==> src/hw/pcm_pkg.sv <==
// Purpose: shared constants and types of the cpu power mode control block
// Assumes: apb register map with 32-bit aligned words
// Notes: request bits and flags sit in the power control register
package pcm_pkg;

    // register byte offsets
    localparam logic [7:0] PCM_OFS_POWER_CONTROL = 8'h00;
    localparam logic [7:0] PCM_OFS_CLOCK_CONFIG = 8'h04;
    localparam logic [7:0] PCM_OFS_STATUS = 8'h08;

    // power control register fields
    localparam int PCM_BIT_IDLE_REQUEST = 0;
    localparam int PCM_BIT_SLEEP_REQUEST = 1;
    localparam int PCM_BIT_USER_FLAG_ZERO = 2;
    localparam int PCM_BIT_USER_FLAG_ONE = 3;
    localparam int PCM_POWER_CONTROL_WIDTH = 4;

    // clock config register fields
    localparam int PCM_BIT_CLOCK_HALVING = 0;

    // status register fields
    localparam int PCM_STATUS_MODE_LSB = 0;
    localparam int PCM_STATUS_MODE_WIDTH = 4;
    localparam int PCM_BIT_STATUS_RAM_BLOCK = 4;

    // reset values
    localparam logic [3:0] PCM_RST_POWER_CONTROL = 4'h0;
    localparam logic PCM_RST_CLOCK_HALVING = 1'b0;

    // synchroniser stages and line count
    localparam int PCM_SYNC_STAGES = 2;
    localparam int PCM_SYNC_LINES = 3;
    localparam int PCM_LINE_RESET_PIN = 0;
    localparam int PCM_LINE_IRQ_ZERO = 1;
    localparam int PCM_LINE_IRQ_ONE = 2;

    // operating modes, one-hot
    typedef enum logic [3:0] {
        PCM_RUN = 4'h1,
        PCM_IDLE = 4'h2,
        PCM_SLEEP = 4'h4,
        PCM_HOLD = 4'h8
    } pcm_mode_t;

endpackage

==> src/hw/pcm_sync_if.sv <==
// Purpose: carries raw pin levels to the synchroniser and clean levels back
// Assumes: one clock, pclk
// Notes: width set by the instantiating module
`timescale 1ns/1ps
interface pcm_sync_if #(
    parameter int WIDTH = 3
);
    logic [WIDTH-1:0] raw;
    logic [WIDTH-1:0] synced;

    // synchroniser side and user side
    modport sync_side (input raw, output synced);
    modport user (output raw, input synced);
endinterface

==> src/hw/pcm_sync.sv <==
// Purpose: two flip-flop synchroniser for pin levels
// Assumes: inputs are slow levels, not single-cycle pulses
// Notes: first stage is read only by the second stage
`timescale 1ns/1ps
module pcm_sync #(
    parameter int WIDTH = 3,
    parameter logic [WIDTH-1:0] RESET_VALUE = '0
) (
    input wire logic pclk,
    input wire logic presetn,
    pcm_sync_if.sync_side port
);

    // one synchroniser per line
    genvar g;
    generate
        for (g = 0; g < WIDTH; g++) begin : g_line
            logic meta;
            logic stable;
            // two stages, reset to the idle level of the line
            always_ff @(posedge pclk or negedge presetn) begin
                if (!presetn) begin
                    meta <= RESET_VALUE[g];
                    stable <= RESET_VALUE[g];
                end else begin
                    meta <= port.raw[g];
                    stable <= meta;
                end
            end
            assign port.synced[g] = stable;
        end
    endgenerate

endmodule

==> src/hw/pcm_power_ctrl.sv <==
// Purpose: idle and sleep mode control with clock gating enables
// Assumes: cpu pulses instr_done at the end of each instruction
// Notes: reset_pin high clears both request bits without a clock edge
`timescale 1ns/1ps

module pcm_power_ctrl (
    input wire logic pclk,
    input wire logic presetn,
    input wire logic psel,
    input wire logic penable,
    input wire logic pwrite,
    input wire logic [7:0] paddr,
    input wire logic [31:0] pwdata,
    output logic [31:0] prdata,
    output logic pready,
    output logic pslverr,
    input wire logic instr_done,
    input wire logic irq_pending,
    input wire logic ext_irq_zero_n,
    input wire logic ext_irq_one_n,
    input wire logic ext_irq_zero_en,
    input wire logic ext_irq_one_en,
    input wire logic reset_pin,
    input wire logic core_reset_active,
    output logic cpu_clk_en,
    output logic periph_clk_en,
    output logic osc_enable,
    output logic cpu_hold,
    output logic clock_halving_mode,
    output logic ram_block
);

    // request side reset: power-on reset or reset pin high
    logic req_rst_n;
    assign req_rst_n = presetn & ~reset_pin;

    // pin synchronisers
    pcm_sync_if #(.WIDTH(pcm_pkg::PCM_SYNC_LINES)) sync_port ();
    assign sync_port.raw = {ext_irq_one_n, ext_irq_zero_n, reset_pin};

    pcm_sync #(
        .WIDTH(pcm_pkg::PCM_SYNC_LINES),
        .RESET_VALUE(3'h6)
    ) u_sync (
        .pclk(pclk),
        .presetn(presetn),
        .port(sync_port.sync_side)
    );

    // clean pin levels
    logic rst_pin_s;
    logic irq_zero_low;
    logic irq_one_low;
    assign rst_pin_s = sync_port.synced[pcm_pkg::PCM_LINE_RESET_PIN];
    assign irq_zero_low = ~sync_port.synced[pcm_pkg::PCM_LINE_IRQ_ZERO];
    assign irq_one_low = ~sync_port.synced[pcm_pkg::PCM_LINE_IRQ_ONE];

    // external wake request and its release
    logic ext_wake;
    logic ext_level_low;
    assign ext_wake = (irq_zero_low & ext_irq_zero_en) | (irq_one_low & ext_irq_one_en);
    assign ext_level_low = irq_zero_low | irq_one_low;

    // register state
    pcm_pkg::pcm_mode_t mode;
    pcm_pkg::pcm_mode_t next_mode;
    logic idle_request_bit;
    logic sleep_request_bit;
    logic user_flag_zero;
    logic user_flag_one;
    logic next_idle_request_bit;
    logic next_sleep_request_bit;
    logic lowpower_seen;
    logic next_lowpower_seen;
    logic next_ram_block;

    // apb decode
    logic setup_phase;
    logic access_done;
    logic hit_power;
    logic hit_clock;
    logic hit_status;
    logic addr_mapped;
    logic wr_power;
    logic wr_clock;
    assign setup_phase = psel & ~penable & ~pready;
    assign access_done = psel & penable & pready;
    assign hit_power = (paddr == pcm_pkg::PCM_OFS_POWER_CONTROL);
    assign hit_clock = (paddr == pcm_pkg::PCM_OFS_CLOCK_CONFIG);
    assign hit_status = (paddr == pcm_pkg::PCM_OFS_STATUS);
    assign addr_mapped = hit_power | hit_clock | hit_status;
    assign wr_power = access_done & pwrite & hit_power;
    assign wr_clock = access_done & pwrite & hit_clock;

    // read mux
    logic [31:0] rd_value;
    logic [3:0] power_word;
    assign power_word = {user_flag_one, user_flag_zero, sleep_request_bit, idle_request_bit};
    assign rd_value = hit_power ? {28'h0000000, power_word} :
                      hit_clock ? {31'h00000000, clock_halving_mode} :
                      hit_status ? {27'h0000000, ram_block, mode} : 32'h00000000;

    // apb answer one cycle after setup
    always_ff @(posedge pclk or negedge presetn) begin
        if (!presetn) begin
            pready <= 1'b0;
            pslverr <= 1'b0;
            prdata <= 32'h00000000;
        end else begin
            pready <= setup_phase;
            pslverr <= setup_phase & ~addr_mapped;
            prdata <= (setup_phase & ~pwrite) ? rd_value : 32'h00000000;
        end
    end

    // user flags are untouched by mode changes and by the reset pin
    always_ff @(posedge pclk or negedge presetn) begin
        if (!presetn) begin
            user_flag_zero <= pcm_pkg::PCM_RST_POWER_CONTROL[pcm_pkg::PCM_BIT_USER_FLAG_ZERO];
            user_flag_one <= pcm_pkg::PCM_RST_POWER_CONTROL[pcm_pkg::PCM_BIT_USER_FLAG_ONE];
        end else if (wr_power) begin
            user_flag_zero <= pwdata[pcm_pkg::PCM_BIT_USER_FLAG_ZERO];
            user_flag_one <= pwdata[pcm_pkg::PCM_BIT_USER_FLAG_ONE];
        end
    end

    // clock halving select
    always_ff @(posedge pclk or negedge presetn) begin
        if (!presetn) begin
            clock_halving_mode <= pcm_pkg::PCM_RST_CLOCK_HALVING;
        end else if (wr_clock) begin
            clock_halving_mode <= pwdata[pcm_pkg::PCM_BIT_CLOCK_HALVING];
        end
    end

    // mode sequencing and request bit updates
    always_comb begin
        next_mode = mode;
        next_idle_request_bit = idle_request_bit;
        next_sleep_request_bit = sleep_request_bit;
        if (wr_power) begin
            next_idle_request_bit = pwdata[pcm_pkg::PCM_BIT_IDLE_REQUEST];
            next_sleep_request_bit = pwdata[pcm_pkg::PCM_BIT_SLEEP_REQUEST];
        end
        case (mode)
            pcm_pkg::PCM_RUN: begin
                if (instr_done && sleep_request_bit) begin
                    next_mode = pcm_pkg::PCM_SLEEP;
                    next_idle_request_bit = 1'b0;
                end else if (instr_done && idle_request_bit) begin
                    next_mode = pcm_pkg::PCM_IDLE;
                end
            end
            pcm_pkg::PCM_IDLE: begin
                if (irq_pending) begin
                    next_mode = pcm_pkg::PCM_RUN;
                    next_idle_request_bit = 1'b0;
                end
            end
            pcm_pkg::PCM_SLEEP: begin
                if (ext_wake) begin
                    next_mode = pcm_pkg::PCM_HOLD;
                    next_sleep_request_bit = 1'b0;
                end
            end
            pcm_pkg::PCM_HOLD: begin
                if (!ext_level_low) begin
                    next_mode = pcm_pkg::PCM_RUN;
                end
            end
            default: begin
                next_mode = pcm_pkg::PCM_RUN;
            end
        endcase
    end

    // mode and request bits, cleared at once by the reset pin
    always_ff @(posedge pclk or negedge req_rst_n) begin
        if (!req_rst_n) begin
            mode <= pcm_pkg::PCM_RUN;
            idle_request_bit <= pcm_pkg::PCM_RST_POWER_CONTROL[pcm_pkg::PCM_BIT_IDLE_REQUEST];
            sleep_request_bit <= pcm_pkg::PCM_RST_POWER_CONTROL[pcm_pkg::PCM_BIT_SLEEP_REQUEST];
        end else begin
            mode <= next_mode;
            idle_request_bit <= next_idle_request_bit;
            sleep_request_bit <= next_sleep_request_bit;
        end
    end

    // clock enables follow the next mode so they change with it
    logic next_cpu_clk_en;
    logic next_periph_clk_en;
    logic next_osc_enable;
    assign next_cpu_clk_en = (next_mode == pcm_pkg::PCM_RUN);
    assign next_periph_clk_en = (next_mode != pcm_pkg::PCM_SLEEP);
    assign next_osc_enable = (next_mode != pcm_pkg::PCM_SLEEP);

    // gating flops, forced running by the reset pin
    always_ff @(posedge pclk or negedge req_rst_n) begin
        if (!req_rst_n) begin
            cpu_clk_en <= 1'b1;
            periph_clk_en <= 1'b1;
            osc_enable <= 1'b1;
            cpu_hold <= 1'b0;
        end else begin
            cpu_clk_en <= next_cpu_clk_en;
            periph_clk_en <= next_periph_clk_en;
            osc_enable <= next_osc_enable;
            cpu_hold <= ~next_cpu_clk_en;
        end
    end

    // track a low-power stay so a reset pin wake can be recognised
    // kept through the async jump to run, cleared by a clocked wake or once the synced pin is seen
    logic lowpower_move;
    assign lowpower_move = (mode != pcm_pkg::PCM_RUN) | (next_mode != pcm_pkg::PCM_RUN);
    assign next_lowpower_seen = rst_pin_s ? 1'b0 :
                                lowpower_move ? (next_mode != pcm_pkg::PCM_RUN) : lowpower_seen;
    // ram block: set on reset wake, cleared once internal reset runs, set wins
    assign next_ram_block = (rst_pin_s & lowpower_seen) | (ram_block & ~core_reset_active);

    // wake tracking flops on the power-on reset only
    always_ff @(posedge pclk or negedge presetn) begin
        if (!presetn) begin
            lowpower_seen <= 1'b0;
            ram_block <= 1'b0;
        end else begin
            lowpower_seen <= next_lowpower_seen;
            ram_block <= next_ram_block;
        end
    end

    // checks on mode entry and exit, register writes and the apb answer
    idle_entry_a: assert property (@(posedge pclk) disable iff (!req_rst_n)
        (mode == pcm_pkg::PCM_RUN && instr_done && idle_request_bit && !sleep_request_bit)
        |=> (mode == pcm_pkg::PCM_IDLE && !cpu_clk_en))
        else $error("idle not entered after request");

    idle_clocks_a: assert property (@(posedge pclk) disable iff (!req_rst_n)
        (mode == pcm_pkg::PCM_IDLE) |-> (!cpu_clk_en && periph_clk_en && osc_enable))
        else $error("wrong clock enables in idle");

    state_frozen_a: assert property (@(posedge pclk) disable iff (!req_rst_n)
        (mode != pcm_pkg::PCM_RUN) |-> cpu_hold)
        else $error("cpu not held while clock stopped");

    both_bits_a: assert property (@(posedge pclk) disable iff (!req_rst_n)
        (mode == pcm_pkg::PCM_RUN && instr_done && idle_request_bit && sleep_request_bit)
        |=> (mode == pcm_pkg::PCM_SLEEP && !idle_request_bit))
        else $error("combined request did not pick sleep only");

    idle_wake_a: assert property (@(posedge pclk) disable iff (!req_rst_n)
        (mode == pcm_pkg::PCM_IDLE && irq_pending)
        |=> (!idle_request_bit && cpu_clk_en && mode == pcm_pkg::PCM_RUN))
        else $error("interrupt did not end idle");

    flags_kept_a: assert property (@(posedge pclk) disable iff (!presetn)
        (!wr_power) |=> ($stable(user_flag_zero) && $stable(user_flag_one)))
        else $error("user flag changed without a write");

    pin_clears_a: assert property (@(posedge pclk) disable iff (!presetn)
        reset_pin |-> (!idle_request_bit && !sleep_request_bit && cpu_clk_en && osc_enable))
        else $error("reset pin did not clear requests");

    ram_guard_a: assert property (@(posedge pclk) disable iff (!presetn)
        (rst_pin_s && lowpower_seen) |=> ram_block [*1] ##1 (ram_block || core_reset_active))
        else $error("ram not blocked after reset wake");

    sleep_clocks_a: assert property (@(posedge pclk) disable iff (!req_rst_n)
        (mode == pcm_pkg::PCM_SLEEP) |-> (!osc_enable && !periph_clk_en && !cpu_clk_en))
        else $error("clocks running in sleep");

    halving_write_a: assert property (@(posedge pclk) disable iff (!presetn)
        wr_clock |=> (clock_halving_mode == $past(pwdata[pcm_pkg::PCM_BIT_CLOCK_HALVING])))
        else $error("clock halving select not stored");

    sleep_wake_a: assert property (@(posedge pclk) disable iff (!req_rst_n)
        (mode == pcm_pkg::PCM_SLEEP && ext_wake)
        |=> (!sleep_request_bit && osc_enable && periph_clk_en && !cpu_clk_en))
        else $error("external interrupt did not end sleep");

    hold_release_a: assert property (@(posedge pclk) disable iff (!req_rst_n)
        (mode == pcm_pkg::PCM_HOLD && ext_level_low) |=> !cpu_clk_en)
        else $error("cpu resumed before pin release");

    apb_answer_a: assert property (@(posedge pclk) disable iff (!presetn)
        (psel && !penable && !pready) |=> pready ##1 !pready)
        else $error("apb answer not one cycle wide");

    sleep_entry_a: assert property (@(posedge pclk) disable iff (!req_rst_n)
        (mode == pcm_pkg::PCM_RUN && instr_done && sleep_request_bit)
        |=> (mode == pcm_pkg::PCM_SLEEP && !osc_enable && !periph_clk_en && !cpu_clk_en))
        else $error("sleep not entered after request");

    sleep_stays_a: assert property (@(posedge pclk) disable iff (!req_rst_n)
        (mode == pcm_pkg::PCM_SLEEP && !ext_wake) |=> (mode == pcm_pkg::PCM_SLEEP && cpu_hold && !osc_enable))
        else $error("sleep left without a wake");

    idle_stays_a: assert property (@(posedge pclk) disable iff (!req_rst_n)
        (mode == pcm_pkg::PCM_IDLE && !irq_pending) |=> (mode == pcm_pkg::PCM_IDLE && !cpu_clk_en))
        else $error("idle left without an interrupt");

    hold_exit_a: assert property (@(posedge pclk) disable iff (!req_rst_n)
        (mode == pcm_pkg::PCM_HOLD && !ext_level_low) |=> (mode == pcm_pkg::PCM_RUN && cpu_clk_en))
        else $error("cpu not resumed after pin release");

    pin_wakes_a: assert property (@(posedge pclk) disable iff (!presetn)
        reset_pin |-> (mode == pcm_pkg::PCM_RUN && periph_clk_en && !cpu_hold))
        else $error("reset pin did not restore clocks");

    ram_release_a: assert property (@(posedge pclk) disable iff (!presetn)
        (ram_block && core_reset_active && !(rst_pin_s && lowpower_seen)) |=> !ram_block)
        else $error("ram block not released by internal reset");

    power_write_a: assert property (@(posedge pclk) disable iff (!req_rst_n)
        (wr_power && mode == pcm_pkg::PCM_RUN && !instr_done)
        |=> (idle_request_bit == $past(pwdata[pcm_pkg::PCM_BIT_IDLE_REQUEST])
             && sleep_request_bit == $past(pwdata[pcm_pkg::PCM_BIT_SLEEP_REQUEST])))
        else $error("request bits not stored");

    flag_write_a: assert property (@(posedge pclk) disable iff (!presetn)
        wr_power |=> (user_flag_zero == $past(pwdata[pcm_pkg::PCM_BIT_USER_FLAG_ZERO])
             && user_flag_one == $past(pwdata[pcm_pkg::PCM_BIT_USER_FLAG_ONE])))
        else $error("user flags not stored");

    apb_error_a: assert property (@(posedge pclk) disable iff (!presetn)
        (psel && !penable && !pready && !addr_mapped) |=> (pready && pslverr && prdata == 32'h00000000))
        else $error("unmapped address not refused");

endmodule

==> config.mk <==
export PLATFORM = sky130hd
export DESIGN_NAME = pcm_power_ctrl
export DESIGN_NICKNAME = d
export VERILOG_FILES = /design/src/hw/pcm_pkg.sv /design/src/hw/pcm_sync_if.sv /design/src/hw/pcm_sync.sv /design/src/hw/pcm_power_ctrl.sv
export SDC_FILE = /design/constraint.sdc
export NUM_CORES = 1
export LEC_CHECK = 0
export BUFFER_PORTS_ARGS = -buffer_cell sky130_fd_sc_hd__buf_4
export CORE_AREA = 2 2 63 65
export DETAILED_ROUTE_END_ITERATION = 8
export DIE_AREA = 0 0 65 67
export MAX_ROUTING_LAYER = met4
export PLACE_DENSITY = 0.71
export REMOVE_ABC_BUFFERS = 1
export SLEW_MARGIN = 20
export SYNTH_ARGS = -nofsm -noshare
export SYNTH_HDL_FRONTEND = slang
export SYNTH_SLANG_ARGS = --single-unit
==> constraint.sdc <==
create_clock -name pclk -period 2.4 [get_ports pclk]
set_input_delay 0.24 -clock pclk [delete_from_list [all_inputs] [get_ports pclk]]
set_output_delay 0.24 -clock pclk [all_outputs]
set_load 0.05 [all_outputs]
* Yosys cells after proc, flatten, opt, wreduce, memory -nomap -nowiden
Cells that the tools add are included.
Cells by class: muxes and demuxes 19, reductions and logical operators 4, equality and inequality tests 10, bitwise gates (word level) 29
Operators with widths (count):
- 2-to-1 mux 4 bit | 5
- 2-to-1 mux 5 bit | 4
- one-hot mux 4 bit (4 select lines) | 1
- bitwise AND 1 bit | 14
- NOT 1 bit | 9
- equality test 4 x 1 -> 1 bit (second input constant) | 2
- equality test 8 x 3 -> 1 bit (second input constant) | 1
- equality test 8 x 4 -> 1 bit (second input constant) | 1
- zero test 8 bit | 1
- 2-to-1 mux 1 bit | 8
- inequality test 4 x 1 -> 1 bit (second input constant) | 2
- OR 1 bit | 6
- equality test 4 x 2 -> 1 bit (second input constant) | 1
- equality test 4 x 3 -> 1 bit (second input constant) | 1
- equality test 4 bit (second input constant) | 1
- inequality test 4 x 3 -> 1 bit (second input constant) | 1
- logical AND 1 bit | 2
- one-hot mux 1 bit (2 select lines) | 1
- nonzero test 2 bit | 1
Word-level totals: output and inout port bits 40, bits in registers 27, bits of input ports 53

* Logic depth before layout (Yosys ltp)
Gate-level depths: netlist of run 1.
word-level depth 9, mapped depth 5

* Modules after synthesis
Synthesis of run 1 repeated with hierarchy kept, for this count alone.
Second synthesis, totals: cells, all modules 135, area, all modules 1450.1 um^2
By module, submodules not included:
- pcm_power_ctrl | area an instance 1272.5 um^2, times used 1, cells an instance 126, sequential area each 529.3 um^2
- pcm_sync | area an instance 177.7 um^2, times used 1, cells an instance 9, sequential area each 155.1 um^2

* Worst setup path before layout of run 1
Ideal clock, no wire load.
path kind input to register, start input paddr[1], end register user_flag_one, setup slack 537 ps, library setup time 125 ps, arrival 1738 ps, cell stages on the path 4, cell sequence or4_4 > or3_4 > nor3_1 > mux2_2
On the way: longest elaborated chain between the ends 2
RTL lines:
- from (decl) | RTL line pcm_power_ctrl.sv:12 | input wire logic [7:0] paddr,
- zero test 8 bit | RTL line pcm_power_ctrl.sv:88 | assign hit_power = (paddr == pcm_pkg::PCM_OFS_POWER_CONTROL);
- bitwise AND 1 bit | RTL line pcm_power_ctrl.sv:92 | assign wr_power = access_done & pwrite & hit_power;
- to (signal assigned) | RTL line pcm_power_ctrl.sv:120 | user_flag_one <= pcm_pkg::PCM_RST_POWER_CONTROL[pcm_pkg::PCM_BIT_USER_FLAG_ONE];
- to (signal assigned) | RTL line pcm_power_ctrl.sv:123 | user_flag_one <= pwdata[pcm_pkg::PCM_BIT_USER_FLAG_ONE];
- to (decl) | RTL line pcm_power_ctrl.sv:70 | logic user_flag_one;
Every way passes these cells. A chain may end at the register's enable or synchronous reset.

* Final worst setup path of run 1
start input paddr[1], end register user_flag_zero
On the way: longest elaborated chain between the ends 2
RTL lines:
- zero test 8 bit | RTL line pcm_power_ctrl.sv:88
- bitwise AND 1 bit | RTL line pcm_power_ctrl.sv:92
- to (signal assigned) | RTL line pcm_power_ctrl.sv:119 | user_flag_zero <= pcm_pkg::PCM_RST_POWER_CONTROL[pcm_pkg::PCM_BIT_USER_FLAG_ZERO];
- to (signal assigned) | RTL line pcm_power_ctrl.sv:122 | user_flag_zero <= pwdata[pcm_pkg::PCM_BIT_USER_FLAG_ZERO];
- to (decl) | RTL line pcm_power_ctrl.sv:69 | logic user_flag_zero;
Every way passes these cells.

==> results.sh, run 1 <==
export IMPL_synth_top_family_by_area="simple AND/OR/NAND/NOR gates"
export IMPL_cts_buffers=3
export IMPL_antenna_cells=0
export IMPL_synthTopCellsByCount="28 x buf_4, 20 x dfrtp_1, 11 x nand2_1"
export IMPL_antenna_found_initial=0
export IMPL_synth_top_cell_area_share=0.357
export IMPL_yosys_area_share_adder=0
export IMPL_postCtsSetupBuffers=0
export IMPL_cellPowerDensity_mw_per_mm2=661
export IMPL_synth_mux_area_fraction=0.0455
export IMPL_hold_violations=0
export IMPL_fill_cells=355
export IMPL_grt_pass1_vias=915
export IMPL_report_final_slew_viol_count=0
export IMPL_coreArea_mm2=0.00361
export IMPL_rows=22
export IMPL_dieWidth_um=65
export IMPL_fmax_mhz=557
export IMPL_clk_pin_slew_ns=0.09
export IMPL_yosysTopAreaCell="dfrtp_1"
export IMPL_fin_crit_sh=0.749
export IMPL_synth_cell_types=33
export IMPL_fin_crit_ns=1.80
export IMPL_worstPathRequired_ns=2.56
export IMPL_wl_um=2460
export IMPL_wl_per_cell_um=11.0
export IMPL_tightest_slew_ns=0.757
export IMPL_avgSynthCellArea_um2=9.88
export IMPL_start_util=0.389
export IMPL_hpwl_um=1960
export IMPL_drt_initial_drc_count=1
export IMPL_hp_class="primary input to flop"
export IMPL_max_stage_delay_ns=0.53
export IMPL_synth_edf_count=0
export IMPL_crit_path_start_kind="primary input"
export IMPL_synth_most_common_cell="buf_4"
export IMPL_grt_overflow=0
export IMPL_ant_nets=0
export IMPL_cts_tree="built"
export IMPL_synth_compound_area_frac=0.0839
export IMPL_slew_headroom=0.494
export IMPL_synth_xor_area_frac=0.00624
export IMPL_clkSinkCount=27
export IMPL_grt_usage=0.131
export IMPL_cts_buffer_depth=2
export IMPL_die_h_um=67
export IMPL_synthTopCellsByArea="dfrtp_1 36%, buf_4 15%, dfstp_2 13%"
export IMPL_place_congestion=0.732
export IMPL_async_reset_ff_frac=1.00
export IMPL_first_pass_iters=4
export IMPL_top_level_ports=93
export IMPL_syn_area_mm2=0.00140
export IMPL_synthSimpleGateAreaFrac=0.194
export IMPL_status="finished, final reports clean"
export IMPL_crit_chain="buf_4 > or4_4 > or3_4 > nor3_1 > mux2_2"
export IMPL_final_area_mm2=0.00166
export IMPL_ys_ff_latch=27
export IMPL_final_net_count=230
export IMPL_clk_latency_ns=0.27
export IMPL_synth_flop_cell="dfrtp_1"
export IMPL_tns_ns=0
export IMPL_seq_area_frac_synth=0.488
export IMPL_drive_gt1_frac=0.313
export IMPL_grt_max_degree=20
export IMPL_cts_max_level=1
export IMPL_rsz0062_at_grt="false"
export IMPL_die_area_mm2=0.00436
export IMPL_yosys_warnings=0
export IMPL_grt_pass1_wl_um=4140
export IMPL_cts_root_buf="clkbuf_8"
export IMPL_worstSetupPathType="primary input to flop"
export IMPL_endpoint_kind="flop"
export IMPL_cp_arrival_ns=1.96
export IMPL_cp_slowest_cell="or4_4"
export IMPL_drc_errors=0
export IMPL_area_delta_synth_final_pct=18.4
export IMPL_setup_violations=0
export IMPL_vdd_drop_max_v=0.000305
export IMPL_postPlaceCellArea_mm2=0.00161
export IMPL_drv_cap=0
export IMPL_via_per_inst=4.54
export IMPL_postSynthCellCount=142
export IMPL_cellLeakagePower_nw=0.802
export IMPL_post_cts_resized=0
export IMPL_fin_skew_ns=0.00525
export IMPL_via_count=1017
export IMPL_worstPathMaxFanout=4
export IMPL_port_buffers=37
## state kept, by name, summed over array words and instances, names as in the netlist, 3 cells and up
| name | count |
|---|---|
| u_sync.g_line.meta | 3 |
| prdata | 5 |
| mode | 4 |
| u_sync.g_line.stable | 3 |
## layout by cell type (no fill, tap or decap), types with 2 or more instances in the layout
master    Yosys  layout
buf_4        28      37
mux2_2        3       3
dfstp_2       7       7
nor2_1       10      10
or4_4         2       2
nand4_1       2       2
a21oi_1       5       5
o21ai_0       4       4
clkbuf_8      0       3
nand2_1      11      11
nor3_1        4       4
nor2b_1       6       6
conb_1        1      27
or2_2         2       2
inv_1         5       5
mux2i_1       3       3
nor4_1        5       5
nand3_1       3       3
dfrtp_1      20      20
o21a_1        2       2
## per-stage QoR
| stage | total power, mW | std cells | setup WS (ns) | hold WS [ns] | util |
|---|---|---|---|---|---|
| global placement | 0.852 | 219 | 0.307 | 0.124 | 0.445 |
| detailed placement | 0.858 | 219 | 0.291 | 0.128 | 0.445 |
| CTS | 1.12 | 224 | 0.592 | 0.0563 | 0.460 |
| floorplan | 0.762 | 134 | 0.537 | -0.0556 | - |
| global route | 1.16 | 224 | 0.522 | 0.0465 | 0.460 |
| finish | 1.10 | 224 | 0.603 | 0.0680 | 0.460 |
## cell families (layout without fill, tap and decap cells)
logic type	Yosys count	after routing
DFF	27	27
xor gates and xnor gates	1	1
other	1	27
buffers and inverters	39	47
AOI/OAI and AO/OA	18	18
and+or+nand+nor	50	50
muxes	6	6
## routing by layer
metal	part of all wire	track usage	routed length [µm]	vias up
met4	0.015	0.0479	38	0
met5	0	-	0	-
met3	0.11	0.0473	271	5
li1	-	-	-	493
met2	0.43	0.197	1050	63
met1	0.45	0.163	1100	456
## path summary, 6_finish.rpt
path,from,to,slack (ns),cells after the start
max,paddr[1],user_flag_zero$_DFFE_PN0N_,0.60,5
min,ext_irq_zero_n,u_sync.g_line[1].meta$_DFF_PN1_,0.07,1
max reg2reg,mode[0]$_DFF_PN1_,lowpower_seen$_DFFE_PN0P_,0.74,4
min reg2reg,u_sync.g_line[1].meta$_DFF_PN1_,u_sync.g_line[1].stable$_DFF_PN1_,0.36,0
max in group asynchronous,presetn,mode[1]$_DFF_PN0_,1.05,3
min in group asynchronous,reset_pin,mode[3]$_DFF_PN0_,0.15,2
## worst max-delay path, delay by kind of cell
family        cells  cell delay, ns
simple gates      3            1.23
buf+inv           1            0.11
mux               1            0.38
## power breakdown
| group | total (mW) | switching (mW) | internal, mW |
|---|---|---|---|
| registers | 0.530 | 0.0314 | 0.499 |
| logic | 0.318 | 0.225 | 0.0922 |
| clock network | 0.249 | 0.130 | 0.119 |
| total | 1.10 | 0.387 | 0.710 |
## final cells by class
type | count | area, µm² | area share
Inverter | 5 | 18.8 | 0.0113
Multi-Input combinational cell | 102 | 564 | 0.340
Timing Repair Buffer | 38 | 288 | 0.173
Tap cell | 48 | 60.1 | 0.0362
Sequential cell | 27 | 684 | 0.412
Clock buffer | 4 | 45.0 | 0.0271
## repair_timing
action | 4_1_cts | 5_1_grt
endpoints found under the setup margin | 0 | 0
hold buffers | 1 | 0
endpoints found under the hold margin | 14 | 0
Note: power is estimated with default switching activity, not from simulation.
==> inputs of run 2 (changes only) <==
Clock period 2.4 ns to 1.7 ns, I/O delays scaled along.
==> run 2 against run 1 <==
Effect of this change:
- die area is the same
- combinational power grew 58%
- clock skew shrank 0.0040 ns
==> results.sh, run 2 (synthesis results as in run 1) <==
export IMPL_drv_cap=0
export IMPL_final_area_mm2=0.00174
export IMPL_top_register="prdata"
export IMPL_post_cts_resized=0
export IMPL_clk_latency_ns=0.27
export IMPL_wl_per_cell_um=11.3
export IMPL_grt_pass1_vias=993
export IMPL_r2r_slack_ns=0.13
export IMPL_cp_common_cell="buf_4"
export IMPL_fill_cells=354
export IMPL_fin_crit_ns=1.62
export IMPL_clkSinkCount=27
export IMPL_p_sw_mw=0.554
export IMPL_crit_path_start_kind="primary input"
export IMPL_largest_reg_flops=5
export IMPL_die_area_mm2=0.00436
export IMPL_holdWs_ns=0.0759
export IMPL_wl_um=2640
export IMPL_postCtsSetupBuffers=0
export IMPL_grt_pass1_wl_um=4430
export IMPL_combPwrFrac=0.318
export IMPL_cts_buffers=3
export IMPL_final_cell_mix="44 x buf_4, 27 x conb_1, 20 x dfrtp_1"
export IMPL_fin_skew_ns=0.00122
export IMPL_first_pass_iters=2
export IMPL_rows=22
export IMPL_critPathLaunch="paddr[1]"
export IMPL_p_sw_frac=0.350
export IMPL_critPathTopFamily="simple AND/OR/NAND/NOR gates"
export IMPL_cp_slowest_cell="or4_4"
export IMPL_top_level_ports=93
export IMPL_top_regs="prdata x5, mode x4"
export IMPL_dieWidth_um=65
export IMPL_port_buffers=37
export IMPL_seqCellArea_um2=684
export IMPL_tns_ns=0
export IMPL_grt_max_degree=20
export IMPL_grt_usage=0.140
export IMPL_place_congestion=0.784
export IMPL_report_final_slew_viol_count=0
export IMPL_ant_nets=0
export IMPL_cts_max_level=1
export IMPL_setup_violations=0
export IMPL_area_delta_synth_final_pct=24.3
export IMPL_crit_chain="buf_4 > or4_4 > or3_4 > nor3_1 > buf_4 > mux2_2"
export IMPL_seqPwrFrac=0.460
export IMPL_hold_buffers=4
export IMPL_clk_pin_slew_ns=0.08
export IMPL_multi_input_area_um2=564
export IMPL_reg2reg_from="mode[2]$_DFF_PN0_"
export IMPL_vdd_drop_max_v=0.000314
export IMPL_final_net_count=240
export IMPL_final_common_cell="buf_4"
export IMPL_antenna_found_initial=0
export IMPL_intPower_mw=1.03
export IMPL_antenna_cells=0
export IMPL_cp_arrival_ns=1.78
export IMPL_cts_buffer_depth=2
export IMPL_drive_gt1_frac=0.333
export IMPL_slew_headroom=0.665
export IMPL_worstHoldStart="core_reset_active"
export IMPL_worstPathRequired_ns=1.86
export IMPL_fin_crit_sh=0.951
export IMPL_pwr_share_clk=0.222
export IMPL_endpoint_kind="flop"
export IMPL_grt_overflow=0
export IMPL_via_per_inst=4.57
export IMPL_status="finished, final reports clean"
export IMPL_tightest_slew_ns=0.495
export IMPL_via_count=1069
export IMPL_power_total_mw=1.58
export IMPL_fmax_mhz=619
export IMPL_drc_errors=0
export IMPL_hpwl_um=2050
export IMPL_max_stage_delay_ns=0.52
export IMPL_worstSetupPathType="primary input to flop"
export IMPL_cellLeakagePower_nw=0.849
export IMPL_cts_tree="built"
export IMPL_path_buf_inv=2
export IMPL_worstPathMaxFanout=4
export IMPL_coreArea_mm2=0.00361
export IMPL_postPlaceCellArea_mm2=0.00166
export IMPL_rsz0062_at_grt="false"
export IMPL_start_util=0.389
export IMPL_hold_violations=0
export IMPL_cts_root_buf="clkbuf_8"
export IMPL_drt_initial_drc_count=23
export IMPL_hp_class="primary input to flop"
export IMPL_die_h_um=67
export IMPL_cellPowerDensity_mw_per_mm2=908
-- run 2: cell types whose count changed in the layout (fill, tap and decap cells not counted), sizes merged --
cell	change
buf	+7
dlygate4sd3	+3
-- run 2: layout make-up --
cell class,count,area share
sequential,27,0.393
multi-input combinational,102,0.324
timing repair buffer,48,0.212
tap,48,0.0345
clock buffer,4,0.0258
inverter,5,0.0108
-- run 2: metal layers --
metal | vias to the layer above | part of all wire | GRT usage
li1 | 519 | - | -
met1 | 486 | 0.46 | 0.177
met2 | 60 | 0.44 | 0.216
met3 | 4 | 0.084 | 0.0304
met4 | 0 | 0.017 | 0.0638
met5 | - | 0 | -
-- run 2: worst paths after layout --
| kind | cells after the start | end |
|---|---|---|
| worst max-delay path | 6 | user_flag_zero$_DFFE_PN0N_ |
| worst min-delay path | 2 | ram_block$_DFF_PN0_ |
| worst max register to register | 4 | lowpower_seen$_DFFE_PN0P_ |
| worst min register to register | 0 | u_sync.g_line[0].stable$_DFF_PN0_ |
| max in group asynchronous | 4 | mode[0]$_DFF_PN1_ |
| min in group asynchronous | 2 | clock_halving_mode$_DFFE_PN0P_ |
-- run 2: power groups by stage --
stage               logic [mW]  registers (mW)  clock network (mW)
finish                   0.503           0.727               0.351
global route             0.540           0.734               0.401
CTS                      0.505           0.729               0.369
detailed placement       0.497           0.740                   0
global placement         0.492           0.740                   0
floorplan                0.236           0.841                   0
-- run 2: worst register-to-register path, delay by kind of cell (launching register included) --
family             cells  cell delay (ns)
DFF                    1             0.50
and+or+nand+nor        2             0.62
AOI/OAI and AO/OA      2             0.32
-- run 2: per-stage QoR --
| stage | setup WS, ns | util | instances |
|---|---|---|---|
| finish | 0.0837 | 0.483 | 234 |
| global placement | -0.183 | 0.460 | 226 |
| floorplan | -0.0930 | - | 134 |
| global route | 0.0324 | 0.483 | 234 |
| CTS | 0.0922 | 0.483 | 234 |
| detailed placement | -0.203 | 0.460 | 226 |
